**config.mk**
```make
export PLATFORM = sky130hd
export DESIGN_NAME = tcc_timer_unit
export DESIGN_NICKNAME = d
export VERILOG_FILES = /design/src/rtl/tcc_pkg.sv /design/src/rtl/tcc_timer_unit.sv
export SDC_FILE = /design/constraint.sdc
export NUM_CORES = 1
export LEC_CHECK = 0
export ABC_AREA = 1
export CAP_MARGIN = 20
export CORE_UTILIZATION = 65
export CTS_CLUSTER_DIAMETER = 120
export DETAILED_ROUTE_END_ITERATION = 12
export DONT_BUFFER_PORTS = 1
export PLACE_DENSITY = 0.81
export SYNTH_ARGS = -nofsm -noshare
export SYNTH_HDL_FRONTEND = slang
export SYNTH_SLANG_ARGS = --single-unit
```
**constraint.sdc**
```tcl
create_clock -name clk_sys -period 3.7 [get_ports clk_sys]
set_input_delay 0.37 -clock clk_sys [delete_from_list [all_inputs] [get_ports clk_sys]]
set_output_delay 0.37 -clock clk_sys [all_outputs]
set_load 0.01 [all_outputs]
```
**src/rtl/tcc_pkg.sv**
```systemverilog
// Package with register map, field layout, modes and carrier structs of the capture/compare timer.
// Functional notes
// Overflow flag sets when counter wraps FFFF to 0000 in free-running or pulse-width mode.
// Overflow interrupt pulses with flag set, only in free-running or pulse-width mode.
// Overflow flag clears on software write of zero and while count enable is zero.
// Reading the flag or the option register leaves the overflow flag unchanged.
// Software writing one to the overflow flag has no effect.
// Select bit one makes channel a capture register, zero compare; free-running mode only.
// Software changes capture selects only while count enable is zero.
// Software writes zero to option bits one to three, six and seven.
// Pulse-width mode capture only, free-running selectable, all other modes compare only.
// Channel 0 value buffered; buffer match raises ch0 interrupt, toggles enabled output 0.
// Channel 1 value buffered; buffer match raises ch1 interrupt, toggles enabled output 1.
// Counter clears on channel 0 buffer match in interval, event, trigger, one-shot, PWM.
// Free-running capture channel stores counter on its input valid edge.
// Pulse-width mode valid edge stores counter into channel and clears counter.
// Capture coinciding with read of same register returns a clean value.
// Trigger-pulse and PWM modes update buffers by batch write; others immediately.
// Capture/compare registers are 16-bit access with reset value zero.
// Counter read-back returns live counter while count enable is one.
// Counter read-back returns zero while count enable is zero, never FFFF idle value.
// Counter read-back register is read-only, 16-bit access only.
// Software avoids these registers while CPU runs from subclock or internal oscillator.
// Mode field: 000 interval through 110 pulse-width; 111 prohibited.
// Capture edges follow per-channel edge select; no edge selected means no capture.
package tcc_pkg;
    // Byte offsets on the register bus.
    localparam logic [7:0] TCC_OFS_CH0_COMPARE_BUFFER = 8'h00;
    localparam logic [7:0] TCC_OFS_CH1_COMPARE_BUFFER = 8'h04;
    localparam logic [7:0] TCC_OFS_CNT = 8'h08;
    localparam logic [7:0] TCC_OFS_OPT = 8'h0C;
    localparam logic [7:0] TCC_OFS_CTRL = 8'h10;
    // Option register fields.
    localparam int TCC_OPT_OVF = 0;
    localparam int TCC_OPT_CCS0 = 4;
    localparam int TCC_OPT_CCS1 = 5;
    // Control register fields.
    localparam int TCC_CTL_CE = 0;
    localparam int TCC_CTL_MD = 4;
    localparam int TCC_CTL_OE0 = 8;
    localparam int TCC_CTL_OE1 = 9;
    localparam int TCC_CTL_IS = 12;
    // Reset values and constants.
    localparam logic [15:0] TCC_CCR_RST = 16'h0000;
    localparam logic [15:0] TCC_CNT_IDLE = 16'hFFFF;
    localparam logic [15:0] TCC_CNT_ZERO = 16'h0000;
    localparam logic [1:0] TCC_RESP_OKAY = 2'h0;
    localparam logic [1:0] TCC_RESP_SLVERR = 2'h2;
    localparam logic [3:0] TCC_STRB_16 = 4'h3;

    // Timer modes as coded in the mode field.
    typedef enum logic [2:0] {
        TCC_MD_INTERVAL = 3'h0,
        TCC_MD_EVENT = 3'h1,
        TCC_MD_TRIGGER = 3'h2,
        TCC_MD_ONESHOT = 3'h3,
        TCC_MD_PWM = 3'h4,
        TCC_MD_FREERUN = 3'h5,
        TCC_MD_PULSEW = 3'h6,
        TCC_MD_PROHIB = 3'h7
    } tcc_mode_t;

    // Edge selection per capture input.
    typedef enum logic [1:0] {
        TCC_EDGE_NONE = 2'h0,
        TCC_EDGE_RISE = 2'h1,
        TCC_EDGE_FALL = 2'h2,
        TCC_EDGE_BOTH = 2'h3
    } tcc_edge_t;

    // Write-side bus state machine, Gray coded along idle, response.
    typedef enum logic [1:0] {
        TCC_WS_IDLE = 2'b00,
        TCC_WS_RESP = 2'b01
    } tcc_wstate_t;

    // AXI4-Lite request from the master.
    typedef struct packed {
        logic awvalid;
        logic [7:0] awaddr;
        logic wvalid;
        logic [31:0] wdata;
        logic [3:0] wstrb;
        logic bready;
        logic arvalid;
        logic [7:0] araddr;
        logic rready;
    } tcc_axi_req_t;

    // AXI4-Lite answer from the slave.
    typedef struct packed {
        logic awready;
        logic wready;
        logic bvalid;
        logic [1:0] bresp;
        logic arready;
        logic rvalid;
        logic [31:0] rdata;
        logic [1:0] rresp;
    } tcc_axi_rsp_t;

    // Timer pins and interrupt pulses.
    typedef struct packed {
        logic timer_output0;
        logic timer_output1;
        logic ch0_match_irq;
        logic ch1_match_irq;
        logic overflow_irq;
    } tcc_pins_t;
endpackage

```
**src/rtl/tcc_timer_unit.sv**
```systemverilog
// Capture/compare timer core with AXI4-Lite register slave.
`timescale 1ns/1ps
module tcc_timer_unit #(
    parameter int CNT_W = 16
) (
    // Clock and reset.
    input wire logic clk_sys,
    input wire logic sys_rst,
    // Count clock enable from the prescaler.
    input wire logic count_tick,
    // Batch write trigger for trigger-pulse and PWM modes.
    input wire logic batch_load,
    // Capture trigger inputs.
    input wire logic capture_input0,
    input wire logic capture_input1,
    // Register bus.
    input wire tcc_pkg::tcc_axi_req_t axi_req,
    output tcc_pkg::tcc_axi_rsp_t axi_rsp,
    // Pins and interrupts.
    output tcc_pkg::tcc_pins_t pins
);
    // All state in one packed struct.
    typedef struct packed {
        logic [1:0][CNT_W-1:0] ccr;
        logic [1:0][CNT_W-1:0] buf_v;
        logic [CNT_W-1:0] cnt;
        logic running;
        logic ovf;
        logic [1:0] ccs;
        logic ce;
        tcc_pkg::tcc_mode_t mode;
        logic [1:0] oe;
        logic [1:0][1:0] isel;
        logic [1:0] cap_prev;
        logic [1:0] tout;
        logic [1:0] match_irq;
        logic ovf_irq;
        tcc_pkg::tcc_wstate_t ws;
        logic aw_got;
        logic w_got;
        logic [7:0] aw_addr;
        logic [31:0] w_data;
        logic [3:0] w_strb;
        logic [1:0] bresp;
        logic rvalid;
        logic [31:0] rdata;
        logic [1:0] rresp;
    } tcc_state_t;

    tcc_state_t s_q;
    tcc_state_t s_d;
    logic [1:0] cap_in;
    logic [1:0] edge_hit;
    logic [1:0] is_capture;
    logic [1:0] cap_ev;
    logic [1:0] match;
    logic pulse_mode;
    logic free_mode;
    logic batch_mode;
    logic wr_fire;
    logic rd_fire;

    assign cap_in = {capture_input1, capture_input0};
    assign free_mode = (s_q.mode == tcc_pkg::TCC_MD_FREERUN);
    assign pulse_mode = (s_q.mode == tcc_pkg::TCC_MD_PULSEW);
    assign batch_mode = (s_q.mode == tcc_pkg::TCC_MD_TRIGGER) ||
        (s_q.mode == tcc_pkg::TCC_MD_PWM);

    // Per-channel role, edge detection and match, one copy per channel.
    for (genvar c = 0; c < 2; c++)
    begin : g_ch
        always_comb
        begin
            is_capture[c] = pulse_mode || (free_mode && s_q.ccs[c]);
            case (tcc_pkg::tcc_edge_t'(s_q.isel[c]))
                tcc_pkg::TCC_EDGE_RISE: edge_hit[c] = cap_in[c] && !s_q.cap_prev[c];
                tcc_pkg::TCC_EDGE_FALL: edge_hit[c] = !cap_in[c] && s_q.cap_prev[c];
                tcc_pkg::TCC_EDGE_BOTH: edge_hit[c] = cap_in[c] != s_q.cap_prev[c];
                default: edge_hit[c] = 1'b0;
            endcase
            cap_ev[c] = s_q.running && is_capture[c] && edge_hit[c];
            match[c] = s_q.running && count_tick && !is_capture[c] &&
                (s_q.cnt == s_q.buf_v[c]);
        end
    end

    // Bus handshakes are combinational from the state.
    assign axi_rsp.awready = (s_q.ws == tcc_pkg::TCC_WS_IDLE) && !s_q.aw_got;
    assign axi_rsp.wready = (s_q.ws == tcc_pkg::TCC_WS_IDLE) && !s_q.w_got;
    assign axi_rsp.bvalid = (s_q.ws == tcc_pkg::TCC_WS_RESP);
    assign axi_rsp.bresp = s_q.bresp;
    assign axi_rsp.arready = !s_q.rvalid;
    assign axi_rsp.rvalid = s_q.rvalid;
    assign axi_rsp.rdata = s_q.rdata;
    assign axi_rsp.rresp = s_q.rresp;
    assign pins.timer_output0 = s_q.tout[0];
    assign pins.timer_output1 = s_q.tout[1];
    assign pins.ch0_match_irq = s_q.match_irq[0];
    assign pins.ch1_match_irq = s_q.match_irq[1];
    assign pins.overflow_irq = s_q.ovf_irq;

    assign wr_fire = (s_q.ws == tcc_pkg::TCC_WS_IDLE) &&
        (s_q.aw_got || axi_req.awvalid) && (s_q.w_got || axi_req.wvalid);
    assign rd_fire = axi_req.arvalid && !s_q.rvalid;

    // Next-state logic: counter, capture, compare, flags and bus slave.
    always_comb
    begin
        logic [7:0] wa;
        logic [31:0] wd;
        logic [3:0] ws;
        logic ovf_clr;
        logic wrap;
        logic clr_cnt;
        wa = 8'h00;
        wd = 32'h0;
        ws = 4'h0;
        ovf_clr = 1'b0;
        wrap = 1'b0;
        clr_cnt = 1'b0;
        s_d = s_q;
        s_d.cap_prev = cap_in;
        s_d.match_irq = 2'b00;
        s_d.ovf_irq = 1'b0;

        // Counter: starts from idle all-ones, first tick yields zero.
        if (!s_q.ce)
        begin
            s_d.cnt = tcc_pkg::TCC_CNT_IDLE;
            s_d.running = 1'b0;
        end
        else if (!s_q.running)
        begin
            if (count_tick)
            begin
                s_d.cnt = tcc_pkg::TCC_CNT_ZERO;
                s_d.running = 1'b1;
                s_d.buf_v = s_q.ccr; // Buffers load on start in every mode.
            end
        end
        else
        begin
            clr_cnt = match[0] && !free_mode && !pulse_mode;
            if (count_tick)
            begin
                wrap = (s_q.cnt == tcc_pkg::TCC_CNT_IDLE);
                s_d.cnt = clr_cnt ? tcc_pkg::TCC_CNT_ZERO : s_q.cnt + 1'b1;
            end
            // Batch write loads both buffers at the cycle end or on request.
            if (batch_mode && (clr_cnt || batch_load))
                s_d.buf_v = s_q.ccr;
            for (int c = 0; c < 2; c++)
            begin
                if (match[c])
                begin
                    s_d.match_irq[c] = 1'b1;
                    if (s_q.oe[c])
                        s_d.tout[c] = !s_q.tout[c];
                end
                if (cap_ev[c])
                    s_d.ccr[c] = s_q.cnt;
            end
            // Pulse-width capture restarts the count from zero.
            if (pulse_mode && |cap_ev)
                s_d.cnt = tcc_pkg::TCC_CNT_ZERO;
        end

        // Write channel: latch address and data in any order.
        if (axi_req.awvalid && axi_rsp.awready)
        begin
            s_d.aw_got = 1'b1;
            s_d.aw_addr = axi_req.awaddr;
        end
        if (axi_req.wvalid && axi_rsp.wready)
        begin
            s_d.w_got = 1'b1;
            s_d.w_data = axi_req.wdata;
            s_d.w_strb = axi_req.wstrb;
        end
        if (wr_fire)
        begin
            wa = s_q.aw_got ? s_q.aw_addr : axi_req.awaddr;
            wd = s_q.w_got ? s_q.w_data : axi_req.wdata;
            ws = s_q.w_got ? s_q.w_strb : axi_req.wstrb;
            s_d.aw_got = 1'b0;
            s_d.w_got = 1'b0;
            s_d.ws = tcc_pkg::TCC_WS_RESP;
            s_d.bresp = tcc_pkg::TCC_RESP_OKAY;
            case ({wa[7:2], 2'b00})
                tcc_pkg::TCC_OFS_CH0_COMPARE_BUFFER, tcc_pkg::TCC_OFS_CH1_COMPARE_BUFFER:
                begin
                    // Sixteen-bit access only; capture-role channels ignore writes.
                    if ((ws & tcc_pkg::TCC_STRB_16) != tcc_pkg::TCC_STRB_16)
                        s_d.bresp = tcc_pkg::TCC_RESP_SLVERR;
                    else if (!is_capture[wa[2]])
                    begin
                        s_d.ccr[wa[2]] = wd[CNT_W-1:0];
                        if (s_q.running && !batch_mode)
                            s_d.buf_v[wa[2]] = wd[CNT_W-1:0];
                    end
                end
                tcc_pkg::TCC_OFS_OPT:
                begin
                    if (ws[0])
                    begin
                        s_d.ccs = {wd[tcc_pkg::TCC_OPT_CCS1], wd[tcc_pkg::TCC_OPT_CCS0]};
                        ovf_clr = !wd[tcc_pkg::TCC_OPT_OVF];
                    end
                end
                tcc_pkg::TCC_OFS_CTRL:
                begin
                    if (ws[0])
                    begin
                        s_d.ce = wd[tcc_pkg::TCC_CTL_CE];
                        s_d.mode = tcc_pkg::tcc_mode_t'(wd[tcc_pkg::TCC_CTL_MD +: 3]);
                    end
                    if (ws[1])
                    begin
                        s_d.oe = {wd[tcc_pkg::TCC_CTL_OE1], wd[tcc_pkg::TCC_CTL_OE0]};
                        s_d.isel = wd[tcc_pkg::TCC_CTL_IS +: 4];
                    end
                end
                default: s_d.bresp = tcc_pkg::TCC_RESP_SLVERR;
            endcase
        end
        if ((s_q.ws == tcc_pkg::TCC_WS_RESP) && axi_req.bready)
            s_d.ws = tcc_pkg::TCC_WS_IDLE;

        // Overflow flag: set wins over a software clear; reads never touch it.
        if (!s_q.ce)
            s_d.ovf = 1'b0;
        else if (wrap && (free_mode || pulse_mode))
        begin
            s_d.ovf = 1'b1;
            s_d.ovf_irq = 1'b1;
        end
        else if (ovf_clr)
            s_d.ovf = 1'b0;

        // Read channel; the register value is taken from the settled flops.
        if (rd_fire)
        begin
            s_d.rvalid = 1'b1;
            s_d.rdata = 32'h0;
            s_d.rresp = tcc_pkg::TCC_RESP_OKAY;
            case ({axi_req.araddr[7:2], 2'b00})
                tcc_pkg::TCC_OFS_CH0_COMPARE_BUFFER: s_d.rdata[CNT_W-1:0] = s_q.ccr[0];
                tcc_pkg::TCC_OFS_CH1_COMPARE_BUFFER: s_d.rdata[CNT_W-1:0] = s_q.ccr[1];
                tcc_pkg::TCC_OFS_CNT:
                    s_d.rdata[CNT_W-1:0] = s_q.running ? s_q.cnt
                        : tcc_pkg::TCC_CNT_ZERO;
                tcc_pkg::TCC_OFS_OPT:
                begin
                    s_d.rdata[tcc_pkg::TCC_OPT_OVF] = s_q.ovf;
                    s_d.rdata[tcc_pkg::TCC_OPT_CCS0] = s_q.ccs[0];
                    s_d.rdata[tcc_pkg::TCC_OPT_CCS1] = s_q.ccs[1];
                end
                tcc_pkg::TCC_OFS_CTRL:
                begin
                    s_d.rdata[tcc_pkg::TCC_CTL_CE] = s_q.ce;
                    s_d.rdata[tcc_pkg::TCC_CTL_MD +: 3] = s_q.mode;
                    s_d.rdata[tcc_pkg::TCC_CTL_OE0] = s_q.oe[0];
                    s_d.rdata[tcc_pkg::TCC_CTL_OE1] = s_q.oe[1];
                    s_d.rdata[tcc_pkg::TCC_CTL_IS +: 4] = s_q.isel;
                end
                default: s_d.rresp = tcc_pkg::TCC_RESP_SLVERR;
            endcase
        end
        else if (s_q.rvalid && axi_req.rready)
            s_d.rvalid = 1'b0;
    end

    // State register with synchronous reset.
    always_ff @(posedge clk_sys)
    begin
        if (sys_rst)
        begin
            s_q <= '0;
            s_q.ccr <= {tcc_pkg::TCC_CCR_RST, tcc_pkg::TCC_CCR_RST};
            s_q.cnt <= tcc_pkg::TCC_CNT_IDLE;
        end
        else
            s_q <= s_d;
    end
endmodule

```
# Word-level counts from Yosys, hierarchy flattened
# Index checks and enable logic that the tools add are counted.
# W data, S select, Z words.
# word_totals
regBits,151
input_bits,63
out_inout_bits,46
wordCells,182
# classes
n_addsub,1
n_lt_le_gt_ge,2
n_eq_ne,23
mux,52
bitwise_logic,2
reduce_logical,74
# ops
operator,count
$mux W64,5
$mux W16,8
$mux W32,3
$bwmux W32,2
$mux W49,1
$mux W48,1
$eq A16 B16 Y1,2
$logic_and A1 B1 Y1,31
$eq A6 B2 Y1 const B,3
$add A16 B1 Y16 const B,1
$demux W16 S1,1
$eq A16 B16 Y1 const B,1
$mux W1,16
$pmux W4 S4,1
$logic_not A1 Y1,15
$eq A6 B1 Y1 const B,2
$eq A6 B3 Y1 const B,2
$logic_not A6 Y1,2
$reduce_or A2 Y1,6
$pmux W2 S5,1
$eq A3 B3 Y1 const B,3
$pmux W1 S3,3
$pmux W3 S3,1
$reduce_and A3 Y1,3
other kinds (22),40

# Longest topological paths before layout
# Gate-level depths: netlist of the first run.
# logic_depth
depth_word,19
ltp_mapped,16

# Least setup slack after synthesis of the first run
# OpenSTA, ideal clock, no wires.
# synth_timing
path_kind,input -> register
startpoint,input port capture_input1
endpoint,register s_q[111] (netlist bit)
setup_time_ns,0.134
arrival_ns,1.655
required_ns,3.566
slack_ns,1.912
path_stages,11
path_cell_list,inv_1 > ha_1 > nand3_1 > o211ai_1 > nor2_1 > nand2_1 > a21oi_1 > nor2_1 > clkbuf_1 > nand2_1 > nand3_1
# synth_via
elab_chain_cells,8
word_cells_on_any_way,12
# synth_lines
element,line,source
"start, declared",tcc_timer_unit.sv:15,"input wire logic capture_input1,"
$logic_not A1 Y1,tcc_timer_unit.sv:77,tcc_pkg::TCC_EDGE_FALL: edge_hit[c] = !cap_in[c] && s_q.cap_prev[c];
$logic_and A1 B1 Y1,tcc_timer_unit.sv:77,
$pmux W1 S3 *,tcc_timer_unit.sv:75,case (tcc_pkg::tcc_edge_t'(s_q.isel[c]))
$logic_and A1 B1 Y1 *,tcc_timer_unit.sv:81,cap_ev[c] = s_q.running && is_capture[c] && edge_hit[c];
$reduce_or A2 Y1 *,tcc_timer_unit.sv:164,if (pulse_mode && |cap_ev)
$logic_and A1 B1 Y1 *,tcc_timer_unit.sv:164,
$mux W16 or $reduce_bool A2 Y1 (tied branches),-,
$mux W48 or $reduce_and A2 Y1 (tied branches),-,
"end, declared",tcc_timer_unit.sv:50,tcc_state_t s_q;
# Every way passes the cells marked *; elsewhere a longest branch is shown, timed or not.
# A chain may end at the register's enable or synchronous reset.

# Worst setup path after layout of the first run
# layout_timing
startpoint,register s_q[82] (netlist bit)
endpoint,register s_q[157] (netlist bit)
# layout_via
elab_chain_cells,10
word_cells_on_any_way,19
# layout_lines
element,line,source
$mux W8,tcc_timer_unit.sv:182,wa = s_q.aw_got ? s_q.aw_addr : axi_req.awaddr;
$lt A1 B2 Y1 (not written as such) or $ge A1 B1 Y1 (tied branches),tcc_timer_unit.sv:197,s_d.ccr[wa[2]] = wd[CNT_W-1:0];
$logic_and A1 B1 Y1 (not written as such),tcc_timer_unit.sv:197,
$mux W16 (not written as such),tcc_timer_unit.sv:197,
$demux W16 S1,tcc_timer_unit.sv:197,
$bwmux W32,tcc_timer_unit.sv:197,
$mux W64,tcc_timer_unit.sv:195,else if (!is_capture[wa[2]])
$mux W64,tcc_timer_unit.sv:193,if ((ws & tcc_pkg::TCC_STRB_16) != tcc_pkg::TCC_STRB_16)
$mux W64,tcc_timer_unit.sv:189,"case ({wa[7:2], 2'b00})"
$mux W64 *,tcc_timer_unit.sv:180,if (wr_fire)
# Every way passes the cells marked *; elsewhere a longest branch is shown, timed or not. The select of a mux whose other input is x is not followed.

==> run_results.csv, run 1 <==
group,metric,value,unit
worst_setup_path,r2r_start,"s_q[82]",
worst_hold_path,hp-start,"sys_rst",
routing,vias,9588,
worst_setup_path,cp-start-kind,"register",
worst_setup_path,critPathTopFamily,"simple AND/OR/NAND/NOR gates",
routing,drc_errors,0,
power,p_leak,3.69,nW
placement,port_buffers,0,
worst_setup_path,cp.arrival,3.22,ns
worst_setup_path,max_stage_delay,0.80,ns
worst_setup_path,end_kind,"register",
synthesis,yosysSeqAreaShare,32.4,%
worst_setup_path,cp_cell_sequence,"nor2_1, nor2_1, o21a_1, inv_1, nor2_1, nand3_1, o21ai_0, a21oi_1",
placement,dpl_cell_area,8750,µm²
timing,worst_slew_pin_slew,1.09,ns
synthesis,synth_async_sr_flop_share,0,%
run,cap_violations,0,
clock_network,post_cts_resized,0,
clock_network,cts_tree,"yes",
synthesis,yosys.area.top_type,"dfxtp_1",
outcome,outcome,"finished, final reports clean",
floorplanning,die_area,14400,µm²
floorplanning,die_x,120,µm
timing,drv_slew,0,
worst_setup_path,path_max_fanout,20,
worst_setup_path,r2r-end,"s_q[157]",
floorplanning,initial_core_util,67.4,%
cells_and_area,num_antenna_cells,0,
clock_network,cts-root-buf,"clkbuf_16",
synthesis,synth.distinct_cells,47,
timing,hold_viol,0,
timing,tns,0,ns
worst_setup_path,ff2ff_setup_slack,0.76,ns
floorplanning,die_h,120,µm
global_routing,grt_pass1_wl,45.9,mm
synthesis,syn_avg_cell_area,6.48,µm²
synthesis,syn_inst,1400,
routing,drt_iter0_markers,1553,
routing,drt-total-wl,29.3,mm
routing,wire_per_inst,19.3,µm
worst_setup_path,path_class,"register to register",
clock_network,numCtsBuffers,17,
worst_hold_path,hold_class,"input port to register",
synthesis,synth_edf_count,0,
clock_network,cts-htree-levels,4,
worst_setup_path,critPathBufInv,1,
synthesis,netlist_area,9070,µm²
global_routing,grt_max_degree,69,
global_routing,track_usage,41.3,%
placement,place_hpwl,19.2,mm
routing,vias_per_cell,6.33,
timing,rsz0062_at_grt,"false",
global_routing,antenna_found_initial,0,
timing,setup_viol,0,
timing,finalCritPeriodShare,79.6,%
routing,firstDrtPassIters,7,
power,pwr_density_cell,408,nW/µm²
cells_and_area,fill_cells,1157,
synthesis,ys_seq_elements,147,
synthesis,synth_area_leaders,"dfxtp_1, nand2_1, a21oi_1, nand3_1, o21ai_0",
routing,ant_nets,0,
clock_network,cts_setup_buffers,0,
synthesis,synth_common_cells,"nand2_1, dfxtp_1, a21oi_1",
cells_and_area,areaGrowthSynthToFinish,3.53,%
timing,period_minus_slack,2.94,ns
placement,routabilityCongestion,0.976,
clock_network,clkLatencyLatePin,0.44,ns
timing,skew,0.0103,ns
timing,fmax,340,MHz
clock_network,cts_sinks,147,
cells_and_area,final_net_count,1393,
worst_setup_path,worstRegToRegCells,8,
synthesis,synth.most_common_cell,"nand2_1",
global_routing,gr-total-overflow,0,
worst_hold_path,min_to,"axi_rsp[3]",
synthesis,ys_warn_count,0,
worst_setup_path,cp_slowest_cell,"nand3_1",
floorplanning,num_io_pins,109,
clock_network,clk_pin_slew,0.07,ns
timing,slew_headroom,27.4,%
cells_and_area,drive_gt1_share,9.19,%
worst_setup_path,crit_top_cell,"nor2_1",
synthesis,synth_top_area_share,32.4,%
worst_hold_path,min_path_cells,1,
global_routing,grt_pass1_vias,8676,
synthesis,synth_ff_type,"dfxtp_1",
worst_setup_path,cp.required,3.97,ns
clock_network,clockBufferDepth,2,
floorplanning,coreArea,13500,µm²
cells_and_area,final_area,9390,µm²
floorplanning,num_rows,42,
power,ir_drop,0.000437,V
==> metal layers <==
metal	part of all wire, %	track usage [%]	vias up
met5	0	0	-
met4	5.5	21.3	0
met3	14	11.8	166
met2	43	62.1	732
met1	38	53.4	4255
li1	-	-	4435
==> sequential cells by signal (all words and copies together) (netlist names) <==
signal	count
pins	5
axi_rsp	19
s_q	123
==> cell usage in the layout, fill, tap and decap left out, drive strengths merged, types with 2 or more instances in the layout <==
cell type,n
inv,134
nor4,5
clkbuf,17
dfxtp,147
xor2,6
o21ai,115
nand3,141
a221oi,2
ha,5
mux2i,3
nand2,359
o221ai,6
or2,5
o2111ai,2
nand4,11
buf,16
dlygate4sd3,3
bufinv,3
o211ai,29
o22ai,22
clkinv,6
a21oi,170
nor2,97
o21a,2
conb,18
nor3,4
xnor2,3
==> cell type report <==
type                    count  area (µm²)  area share [%]
flip-flops and latches    147        2940            31.3
clock buffers              17         425            4.53
multi-input cells        1012        4980            53.0
repair buffers             19         150            1.60
clock inverters            15         193            2.05
inverters                 128         482            5.13
well taps                 176         220            2.34
==> kinds of logic after synthesis <==
family | Yosys count | share of synthesized area, %
simple gates | 626 | 29.9
other cells | 1 | 0.0413
flops | 147 | 32.4
fa+ha+maj | 5 | 0.689
compound gates | 351 | 22.4
buf+inv | 258 | 13.4
xor+xnor | 9 | 0.869
mux | 3 | 0.331
==> per-stage QoR <==
step	hold WS (ns)	std cells	total power (W)	utilization (%)	worst slack [ns]
finish	0.0107	1514	0.00383	69.8	0.756
global route	0.00162	1514	0.00393	69.8	0.580
CTS	0.00108	1513	0.00381	69.8	0.926
detailed placement	0.443	1479	0.00199	65.0	0.958
global placement	0.447	1479	0.00198	65.0	1.01
floorplan	0.424	1417	0.00196	-	1.91
==> power breakdown <==
group	internal (W)	total, W	switching [W]
registers	0.00163	0.00167	0.0000384
logic	0.0000787	0.000304	0.000225
clock network	0.00109	0.00186	0.000775
==> worst max path at each step <==
stage / startpoint / end / slack (ns) / cells past startpoint
2_1_floorplan: capture_input1 / s_q[111] / 1.91 / 11
5_1_grt: s_q[82] / s_q[158] / 0.58 / 8
3_3_place_gp: s_q[81] / s_q[158] / 1.01 / 6
4_1_cts: s_q[81] / s_q[157] / 0.93 / 6
6_report: s_q[82] / s_q[157] / 0.76 / 8
3_5_place_dp: s_q[82] / s_q[157] / 0.96 / 8
==> timing repair <==
item	CTS	global route
endpoints found under the setup margin	0	0
hold buffers	2	1
hold endpoints to repair	15	4
(Power assumes the default switching activity.)
==> run 2, diff against run 1 <==
--- a/config.mk
+++ b/config.mk
@@ -7,11 +7,11 @@
 export LEC_CHECK = 0
 export ABC_AREA = 1
 export CAP_MARGIN = 20
-export CORE_UTILIZATION = 65
+export CORE_UTILIZATION = 58
 export CTS_CLUSTER_DIAMETER = 120
 export DETAILED_ROUTE_END_ITERATION = 12
 export DONT_BUFFER_PORTS = 1
-export PLACE_DENSITY = 0.81
+export PLACE_DENSITY = 0.76
 export SYNTH_ARGS = -nofsm -noshare
 export SYNTH_HDL_FRONTEND = slang
 export SYNTH_SLANG_ARGS = --single-unit
==> constraint.sdc (replaced) <==
create_clock -name clk_sys -period 2.4 [get_ports clk_sys]
set_input_delay 0.24 -clock clk_sys [delete_from_list [all_inputs] [get_ports clk_sys]]
set_output_delay 0.24 -clock clk_sys [all_outputs]
set_load 0.01 [all_outputs]
==> run 2 against run 1 <==
Against the previous run:
- sequential power grew 54%
- register-to-register slack got worse by 0.60 ns
- final cell count up 6.7%
- non-clock buffer count increased by 66
- largest cell class unchanged
==> run_results.csv, run 2 (same netlist as run 1, synthesis figures left out) <==
group,metric,value,unit
clock_network,cts-root-buf,"clkbuf_16",
timing,period_minus_slack,2.24,ns
cells_and_area,largest_register_ffs,123,
placement,place_hpwl,20.5,mm
global_routing,grt_pass1_vias,9002,
floorplanning,die_x,127,µm
clock_network,clockBufferDepth,2,
outcome,outcome,"finished, final reports clean",
clock_network,cts-htree-levels,4,
floorplanning,coreArea,15300,µm²
floorplanning,num_rows,45,
global_routing,gr-total-overflow,0,
global_routing,track_usage,39.2,%
clock_network,cts_tree,"yes",
routing,wire_per_inst,19.3,µm
cells_and_area,num_antenna_cells,0,
cells_and_area,finish.utilization,65.6,%
routing,drc_errors,0,
routing,firstDrtPassIters,6,
timing,finalCritPeriodShare,93.4,%
placement,routabilityCongestion,1.01,
power,power,0.00569,W
floorplanning,num_io_pins,109,
power,ir_drop,0.000529,V
cells_and_area,fill_cells,1342,
timing,worst_slew_pin_slew,0.586,ns
power,pwr_density_cell,569,nW/µm²
floorplanning,initial_core_util,59.5,%
cells_and_area,layout_common_cells,"nand2_1, dfxtp_1, a21oi_1",
power,p_leak,3.97,nW
worst_setup_path,max_stage_delay,0.43,ns
cells_and_area,multi_input_area,4990,µm²
worst_setup_path,cp.arrival,2.61,ns
clock_network,numCtsBuffers,17,
cells_and_area,final_common_cell,"nand2_1",
global_routing,grt_max_degree,73,
worst_setup_path,cp_slowest_cell,"dfxtp_1",
timing,rsz0062_at_grt,"false",
worst_setup_path,critPathTopFamily,"simple AND/OR/NAND/NOR gates",
routing,ant_nets,0,
worst_hold_path,hold_class,"input port to register",
global_routing,grt_pass1_wl,48.4,mm
floorplanning,die_area,16100,µm²
cells_and_area,drive_gt1_share,11.9,%
cells_and_area,final_net_count,1459,
routing,vias,9813,
placement,port_buffers,0,
cells_and_area,areaGrowthSynthToFinish,10.3,%
timing,drv_slew,0,
worst_setup_path,path_max_fanout,32,
cells_and_area,top_register,"s_q",
routing,vias_per_cell,6.08,
routing,drt-total-wl,31.2,mm
worst_setup_path,end_kind,"register",
worst_setup_path,cp-start-kind,"register",
worst_setup_path,crit_top_cell,"nand2_1",
timing,hold_viol,0,
timing,slew_headroom,60.9,%
global_routing,antenna_found_initial,0,
run,cap_violations,0,
timing,setup_viol,0,
cells_and_area,regArea,2940,µm²
clock_network,clkLatencyLatePin,0.43,ns
worst_setup_path,cp.required,2.77,ns
clock_network,clk_pin_slew,0.07,ns
floorplanning,die_h,127,µm
worst_setup_path,path_class,"register to register",
worst_setup_path,cp_cell_sequence,"inv_2, nand2_1, nand2_1, nor2_1, nand2_1, nor2_2, nand4_2, nand2_4, nand2_8, nand2_1, nand3_1, nand2_1, nand2_1, a21oi_2",
clock_network,cts_sinks,147,
routing,drt_iter0_markers,1342,
worst_setup_path,critPathBufInv,1,
timing,tns,0,ns
timing,fmax,446,MHz
timing,worst_hold_slack,0.0125,ns
timing,skew,0.0111,ns
-- run 2: changes by cell type in the layout (fill, tap and decap cells not counted), sizes merged --
| cell | before | now |
|---|---|---|
| buf | 16 | 58 |
| clkbuf | 17 | 19 |
| clkinvlp | 0 | 2 |
| inv | 134 | 133 |
| bufinv | 3 | 0 |
| dlygate4sd3 | 3 | 27 |
-- run 2: worst paths after layout --
path | startpoint | to | slack (ns) | cells after the start
max | s_q[108] | s_q[144] | 0.16 | 14
min | axi_req[30] | s_q[56] | 0.01 | 2
max reg2reg | s_q[108] | s_q[144] | 0.16 | 14
min reg2reg | s_q[55] | s_q[55] | 0.49 | 2
-- run 2: metrics by stage --
step | instance area, µm² | setup slack [ns] | cells
detailed placement | 9140 | 0.145 | 1555
global placement | 9140 | 0.223 | 1555
floorplan | 9140 | 0.627 | 1417
CTS | 9990 | 0.119 | 1615
global route | 10000 | 0.00996 | 1615
finish | 10000 | 0.159 | 1615
-- run 2: timing repair --
action	CTS	global route
buffers inserted	0	0
endpoints found under the setup margin	0	35
endpoints found under the hold margin	97	0
resized for setup	0	5
hold buffers	28	0
-- run 2: report_power, final --
group / leakage, nW / switching, W / internal, W
combinational: 2.51 / 0.000394 / 0.000167
clock: 0.270 / 0.00118 / 0.00138
sequential: 1.19 / 0.0000552 / 0.00251
-- run 2: per-layer routing --
layer | GRT usage (%) | share of wire (%) | vias to the layer above
met5 | 0 | 0 | -
met4 | 19.7 | 4.8 | 0
met3 | 12.3 | 14 | 129
met2 | 59.2 | 43 | 658
met1 | 50.5 | 39 | 4460
li1 | - | - | 4566
-- run 2: worst register-to-register path: stages, from the launching register on --
cell,delay [ns]
dfxtp_1,0.43
inv_2,0.12
nand2_1,0.07
nand2_1,0.09
nor2_1,0.10
nand2_1,0.08
nor2_2,0.18
nand4_2,0.17
nand2_4,0.23
nand2_8,0.22
nand2_1,0.13
nand3_1,0.08
nand2_1,0.09
nand2_1,0.07
a21oi_2,0.11
-- run 2: area by class of cell --
| class | instances | area share [%] |
|---|---|---|
| Tap cell | 211 | 2.64 |
| Timing Repair Buffer | 85 | 7.63 |
| Clock buffer | 19 | 4.43 |
| Multi-Input combinational cell | 1012 | 49.9 |
| Sequential cell | 147 | 29.4 |
| Inverter | 128 | 4.83 |
| Clock inverter | 13 | 1.13 |
